$ cat config.mk
export PLATFORM = sky130hd
export DESIGN_NAME = loop_path_check
export DESIGN_NICKNAME = d
export VERILOG_FILES = /design/src/logic/self_test_pkg.sv /design/src/logic/loop_path_check.sv
export VERILOG_INCLUDE_DIRS = /design/src /design/src/logic
export SDC_FILE = /design/constraint.sdc
export NUM_CORES = 1
export LEC_CHECK = 0
export BUFFER_PORTS_ARGS = -buffer_cell sky130_fd_sc_hd__buf_2
export CORE_AREA = 3 3 57 59
export CTS_CLUSTER_DIAMETER = 200
export DETAILED_ROUTE_END_ITERATION = 12
export DIE_AREA = 0 0 60 62
export PLACE_DENSITY_LB_ADDON = 0.05
export SLEW_MARGIN = 40
export SYNTH_ARGS = -nofsm -noshare
export SYNTH_HDL_FRONTEND = slang
export SYNTH_SLANG_ARGS = --single-unit
export TNS_END_PERCENT = 5
$ cat constraint.sdc
create_clock -name clk -period 2.2 [get_ports clk]
set_clock_uncertainty 0.2 [all_clocks]
set_input_delay 0.44 -clock clk [delete_from_list [all_inputs] [get_ports clk]]
set_output_delay 0.44 -clock clk [all_outputs]
set_load 0.05 [all_outputs]
$ cat src/logic/self_test_defines.svh
// Constants for the terminal diagnostic self-test sequencer
`ifndef SELF_TEST_DEFINES_SVH
`define SELF_TEST_DEFINES_SVH

// ----------------------------------------
// Clock and timing
// ----------------------------------------
`define CLK_HZ            50000000
`define CHAR_PHASE_S      90
`define SETTLE_US         10
`define SETTLE_CYCLES     ((`SETTLE_US * `CLK_HZ) / 1000000)
`define BEEP_MS           200
// Divide first: the plain product overflows 32-bit integer arithmetic
`define BEEP_CYCLES       (`BEEP_MS * (`CLK_HZ / 1000))

// ----------------------------------------
// Memory and PROM geometry
// ----------------------------------------
`define RAM_AW            8
`define RAM_LAST          8'hFF
`define ROM_AW            12
`define ROM_LAST          12'hFFF
`define ROM_SUM_GOOD      8'h00
`define NV_SIGNATURE      16'hA55A

// ----------------------------------------
// Error characters (ASCII)
// ----------------------------------------
`define ERR_CHAR_RAM      8'h30
`define ERR_ATTR_RAM      8'h31
`define ERR_FONT_RAM      8'h32
`define ERR_PROM_SUM      8'h50
`define ERR_SETUP_LOST    8'h4B
`define ERR_PAR_ACK       8'h64
`define ERR_PAR_BUSY      8'h62
`define ERR_PAR_PE        8'h63
`define ERR_PAR_ERROR     8'h61
`define ERR_SER_TXD       8'h78
`define ERR_SER_RTS       8'h41
`define ERR_SER_DTR       8'h63

// ----------------------------------------
// Loopback path numbering
// ----------------------------------------
`define PATH_TXD          3'h0
`define PATH_RTS          3'h1
`define PATH_DTR          3'h2
`define PATH_ACK          3'h3
`define PATH_BUSY         3'h4
`define PATH_PE           3'h5
`define PATH_ERROR        3'h6
`define PATH_COUNT        7

`endif

$ cat src/logic/self_test_pkg.sv
// Types for the terminal diagnostic self-test sequencer
package self_test_pkg;

	typedef enum logic [2:0] {
		ST_IDLE  = 3'b000,
		ST_MEMWR = 3'b001,
		ST_MEMRD = 3'b010,
		ST_ROM   = 3'b011,
		ST_NV    = 3'b100,
		ST_LOOP  = 3'b101,
		ST_LWAIT = 3'b110,
		ST_FAIL  = 3'b111
	} test_state_e;

	typedef enum logic [1:0] {
		LC_IDLE = 2'b00,
		LC_LOW  = 2'b01,
		LC_HIGH = 2'b10
	} loop_state_e;

	typedef enum logic [1:0] {
		RAM_CHAR = 2'b00,
		RAM_ATTR = 2'b01,
		RAM_FONT = 2'b10
	} ram_sel_e;

endpackage

$ cat src/logic/loop_path_check.sv
// One loopback path check: drives low then high and compares the return
`timescale 1ns/1ps
`default_nettype none
`include "self_test_defines.svh"

module loop_path_check (
	// Clock and reset
	input  wire logic clk,
	input  wire logic rst_n,
	// Control
	input  wire logic start,
	output logic      done,
	output logic      pass,
	// Path
	input  wire logic loopIn,
	output logic      driveLevel
);

	localparam logic [15:0] SETTLE = 16'(`SETTLE_CYCLES);

	self_test_pkg::loop_state_e stateReg;
	logic [15:0]                settleReg;
	logic                       lowOkReg;

	wire settled = (settleReg == SETTLE - 16'h0001);

	// Both levels must return before the path is called good
	always_ff @(posedge clk or negedge rst_n) begin
		if (!rst_n) begin
			stateReg   <= self_test_pkg::LC_IDLE;
			settleReg  <= 16'h0000;
			lowOkReg   <= 1'b0;
			driveLevel <= 1'b0;
			done       <= 1'b0;
			pass       <= 1'b0;
		end else begin
			done <= 1'b0;
			case (stateReg)
				self_test_pkg::LC_IDLE: begin
					settleReg <= 16'h0000;
					if (start) begin
						driveLevel <= 1'b0;
						stateReg   <= self_test_pkg::LC_LOW;
					end
				end
				self_test_pkg::LC_LOW: begin
					settleReg <= settled ? 16'h0000 : settleReg + 16'h0001;
					if (settled) begin
						lowOkReg   <= ~loopIn;
						driveLevel <= 1'b1;
						stateReg   <= self_test_pkg::LC_HIGH;
					end
				end
				self_test_pkg::LC_HIGH: begin
					settleReg <= settled ? 16'h0000 : settleReg + 16'h0001;
					if (settled) begin
						pass       <= lowOkReg & loopIn;
						done       <= 1'b1;
						driveLevel <= 1'b0;
						stateReg   <= self_test_pkg::LC_IDLE;
					end
				end
				default: stateReg <= self_test_pkg::LC_IDLE;
			endcase
		end
	end

endmodule
`default_nettype wire

Yosys cells after proc, flatten, opt, wreduce, memory -nomap -nowiden
Index checks and enable logic that the tools add are counted.

word-level totals
  bits in registers = 22
  bits in latches = 0
  memory bits (writable) = 0
  memory bits (read-only) = 0
  bits of input ports = 4
  output and inout bits = 3
  logic and storage cells = 35
  memories kept = 0

cells by class
  add/sub/neg operators = 1
  multiply operators = 0
  div/mod/pow operators = 0
  order comparisons = 0
  equal/unequal tests = 6
  shifts and indexed selects = 0
  multiplexer cells = 12
  bitwise operators = 2
  reductions and logical operators = 8

operator list
  operator                 number
  $pmux W16 S2             1
  $add A16 B1 Y16 const B  1
  $eq A16 B9 Y1 const B    1
  $mux W16                 1
  $mux W2                  3
  $ne A2 B2 Y1 const B     3
  $pmux W2 S3              1
  $mux W1                  5
  $reduce_and A2 Y1        2
  $reduce_and A4 Y1        1
  $pmux W1 S3              1
  $reduce_and A3 Y1        1
  $reduce_bool A3 Y1       1
  $eq A2 B1 Y1 const B     1
  $eq A2 B2 Y1 const B     1
  $logic_not A2 Y1         1
  $reduce_bool A2 Y1       1
  $reduce_or A2 Y1         1
  $and A1 B1 Y1            1
  $not A1 Y1               1

Longest topological paths before layout
  word-level depth = 3
  gate-level depth with buffers = 6
  depth with buffers taken out = 5

Least setup slack after synthesis
No wires, ideal clock.

  kind = register to register
  start = register settleReg[10]
  end = register stateReg[0]
  library setup time = 0.125 ns
  arrival = 1.741 ns
  data required time = 1.875 ns
  path slack = 0.133 ns
  stages on the path, launching flop included = 5
  buffers on the path = 0
  path through = dfrtp_1 or4_4 nor4_4 o21ai_2 mux2_4

on the way
  word-level cells in the longest chain between the ends = 3
  elaborated cells on any way between the ends = 4
  those cells by class = 3 x eq/ne; 1 x reduce/logical

ends and longest elaborated chain
  element                                 line                   RTL
  start: declaration                      loop_path_check.sv:22  logic [15:0] settleReg;
  start signal: assignment                loop_path_check.sv:47  settleReg <= settled ? 16'h0000 : settleReg + 16'h0001;
  start signal: assignment                loop_path_check.sv:55  settleReg <= settled ? 16'h0000 : settleReg + 16'h0001;
  $eq A16 B9 Y1 (*)                       loop_path_check.sv:25  wire settled = (settleReg == SETTLE - 16'h0001);
  $ne A2 B2 Y1 (no source line)           -
  $reduce_and A3 Y1 (no source line) (*)  -
  end signal: assignment                  loop_path_check.sv:30  stateReg <= self_test_pkg::LC_IDLE;
  end signal: assignment                  loop_path_check.sv:43  stateReg <= self_test_pkg::LC_LOW;
  end signal: assignment                  loop_path_check.sv:51  stateReg <= self_test_pkg::LC_HIGH;
  end: declaration                        loop_path_check.sv:21  self_test_pkg::loop_state_e stateReg;

Mark *: on every way between the ends. The rest lies on a longest branch, timed or not.
A chain may end at the register's enable or synchronous reset.

Final worst setup path
  start = register settleReg[10]
  end = register settleReg[13]

on the way
  word-level cells in the longest chain between the ends = 3
  elaborated cells on any way between the ends = 4
  those cells by class = 1 x add/sub; 1 x eq/ne; 2 x mux

ends and longest elaborated chain
  element                                           line                                                                 RTL
  $add A16 B1 Y16 or $eq A16 B9 Y1 (tied branches)  loop_path_check.sv:47, loop_path_check.sv:55, loop_path_check.sv:25
  $mux W16 (*)                                      loop_path_check.sv:47, loop_path_check.sv:55
  $pmux W16 S2 (*)                                  loop_path_check.sv:38                                                case (stateReg)

Marked as above.

==> summary.md <==
| Metric | Value |
|---|---|
| Outcome | finished, final reports clean |
| CTS clk-pin slew, worst paths | 0.11 ns |
| CTS tree | done |
| Peak Freq | 482 MHz |
| Max cap viols | 0 |
| Hold Path Sink | lowOkReg$_DFFE_PN0P_ |
| Clock latency on the worst-skew pair | 0.30 ns |
| Final worst slack | 0.123 ns |
| Gr usage total | 0.148 |
| Die Ht | 62 microns |
| WL final | 2490 microns |
| H-tree depth | 1 |
| Syn nets | 136 |
| Die X | 60 microns |
| Dpl ws | 0.109 ns |
| NetSw | 0.324 mW |
| Final Critical Period | 2.08 ns |
| Top-count cell post-synth | dfrtp_1 |
| Largest net degree at the start of global routing | 23 |
| Setup slack, reg-to-reg | 0.12 ns |
| Num rows | 19 |
| Hold depth | 2 |
| Post-Synthesis Cells | 126 |
| Area growth syn-to-layout | 13.6% |
| Clock buffer depth | 2 |
| Top-area cell type share of the netlist area | 0.439 |
| IO Port Bufs | 6 |
| Final net count | 157 |
| Element type at the critical path end | register |
| Yosys cell types | 36 |
| Post-route clock period utilization | 0.944 |
| Clock power share | 0.179 |
| Ys async rst share | 1.00 |
| Initial core utilization | 0.455 |
| Antenna Nets Post-Route | 0 |
| Top_reg_cell synth | dfrtp_1 |
| Clk sinks | 22 |
| Total gr overflow | 0 |
| Combinational power share | 0.354 |
| Yosys Warn Count | 0 |
| Core area | 0.00276 sq mm |
| Worst hold path type | in2reg |
| Hold Crit Start | loopIn |
| Num ports | 7 |
| Post-CTS setup repair buffer count | 0 |
| Least-Margin Pin Slew | 0.504 ns |
| Startpoint Class | register |
| Root buffer cell | clkbuf_4 |
| Crit Path Class | reg2reg |
| Post-Place Cell Area | 0.00139 sq mm |
| Inst Count DP | 172 |
| First-pass GRT wire length | 4070 microns |
| Post-Route Utilization | 0.517 |
| Slew HR | 0.664 |
| Final Wtd Congestion | 0.745 |
| Setup TNS | 0 ns |
| Via count of the first global-routing pass | 869 |
| Share of layout cells above drive strength 1 | 0.179 |
| Pwr Density | 701 mW/mm^2 |
| Sequential area share after synthesis | 0.439 |
| # setup viols final | 0 |
| Post-synth top area cell | dfrtp_1 |
| Sw Share | 0.324 |
| TritonRoute pass-1 iters | 4 |
| Worst EP required | 2.18 ns |
| Wire per inst | 14.1 microns |
| VDD IR max | 0.464 mV |
| Vias | 957 |
| DR iter-0 viols | 13 |
| Unrepaired setup endpoints after global routing | no |
| Post-synth EDFFs | 0 |
| Reg2reg end | settleReg[13]$_DFFE_PN0P_ |
| Reg power frac | 0.466 |
| Antenna diodes | 0 |
| Synthesized flop and latch total | 22 |
| DP Wirelength | 1900 microns |
| Vias per Instance | 5.44 |
| Arrival @ worst endpoint | 2.06 ns |
| Reg2reg start | settleReg[10]$_DFFE_PN0P_ |
| Post-route DRC | 0 |
| Max Transition Viols Final | 0 |
| Leakage | 0.657 nW |
| Syn Area/Cell | 9.96 sq um |
| Mapped Area | 0.00125 sq mm |
| Critical-path maximum fanout | 5 |
| Most frequent cells after synthesis | 22 x dfrtp_1, 12 x nor2_1, 8 x nand2_1 |
| P_int | 0.675 mW |
| Initial antenna violation count | 0 |
| Dominant cells by area after synthesis | dfrtp_1 44%, ha_1 6.0%, nor2_1 3.6% |
| Die area | 0.00372 sq mm |
| Final hold violation count | 0 |
| Final instance area | 0.00143 sq mm |
| Reg2Reg Depth | 5 |
| Total CTS buffers | 3 |
| Non-Filler Instances | 176 |
==> worst max-delay path by stage <==
stage / startpoint / cells past startpoint / end
after floorplan: settleReg[10]$_DFFE_PN0P_ / 4 / stateReg[0]$_DFFE_PN0P_
after global placement: settleReg[12]$_DFFE_PN0P_ / 5 / settleReg[6]$_DFFE_PN0P_
after detailed placement: stateReg[0]$_DFFE_PN0P_ / 5 / settleReg[15]$_DFFE_PN0P_
after CTS: stateReg[0]$_DFFE_PN0P_ / 5 / settleReg[15]$_DFFE_PN0P_
after global routing: stateReg[0]$_DFFE_PN0P_ / 5 / settleReg[15]$_DFFE_PN0P_
final: settleReg[10]$_DFFE_PN0P_ / 5 / settleReg[13]$_DFFE_PN0P_
==> cell type report <==
class | count | area, sq um
well taps | 31 | 38.8
fillers | 260 | 1330
clock buffers | 3 | 22.5
flip-flops and latches | 22 | 551
inverters | 6 | 22.5
repair buffers | 18 | 123
multi-input cells | 96 | 668
==> placed cells by master, fill, tap and decap left out, types with 2 or more instances in the layout <==
cell type   n
dfrtp_1    22
nor2_1     12
buf_4      11
nand2_1     8
nand4_1     7
inv_1       6
o21ai_0     6
a21oi_1     6
ha_1        6
buf_2       6
or3_1       4
and3_1      4
xor2_1      4
nand3_1     4
xnor2_1     4
a21o_1      3
nor2b_1     3
nand2b_1    3
nor3_1      3
clkbuf_4    3
nand3b_1    2
o31ai_1     2
==> logic make-up after synthesis <==
family | after synthesis | synth area share
compound gates | 21 | 0.121
xor+xnor | 8 | 0.0558
fa+ha+maj | 6 | 0.0598
buf+inv | 8 | 0.0299
flops | 22 | 0.439
mux | 2 | 0.0199
simple gates | 59 | 0.275
==> critical path: stages (launching register included) <==
cell and delay, ns:
dfrtp_1 0.43, or4_4 0.59, o41ai_4 0.35, and2b_1 0.19, buf_4 0.14, a21oi_1 0.05
==> stage by stage <==
step | power, mW | hold slack (ns)
after floorplan | 0.712 | -0.0556
after global placement | 0.823 | 0.236
after detailed placement | 0.829 | 0.241
after CTS | 1.02 | 0.102
after global routing | 1.08 | 0.102
final | 1.00 | 0.120
==> power by group through the flow <==
stage | Combinational, mW | Clock [mW] | Sequential [mW]
2_1_floorplan | 0.237 | 0 | 0.474
3_3_place_gp | 0.351 | 0 | 0.472
3_5_place_dp | 0.358 | 0 | 0.472
4_1_cts | 0.359 | 0.195 | 0.465
5_1_grt | 0.402 | 0.210 | 0.472
6_report | 0.354 | 0.179 | 0.466
==> registers in the layout, indices dropped and copies added, names as in the netlist <==
signal      count
done            1
driveLevel      1
lowOkReg        1
pass            1
settleReg      16
stateReg        2
==> timing repair <==
action | in CTS | in global routing
gates resized for setup | 0 | 1
endpoints found under the hold margin | 22 | 0
hold buffers | 1 | 0
setup endpoints to repair | 0 | 2
==> layer usage <==
layer	global-route usage	wire, microns	up-vias
met5	0	0	-
met4	0.0665	14	0
li1	-	-	489
met3	0.0248	42	2
met2	0.221	1080	8
met1	0.210	1360	458
(Power assumes the default switching activity.)
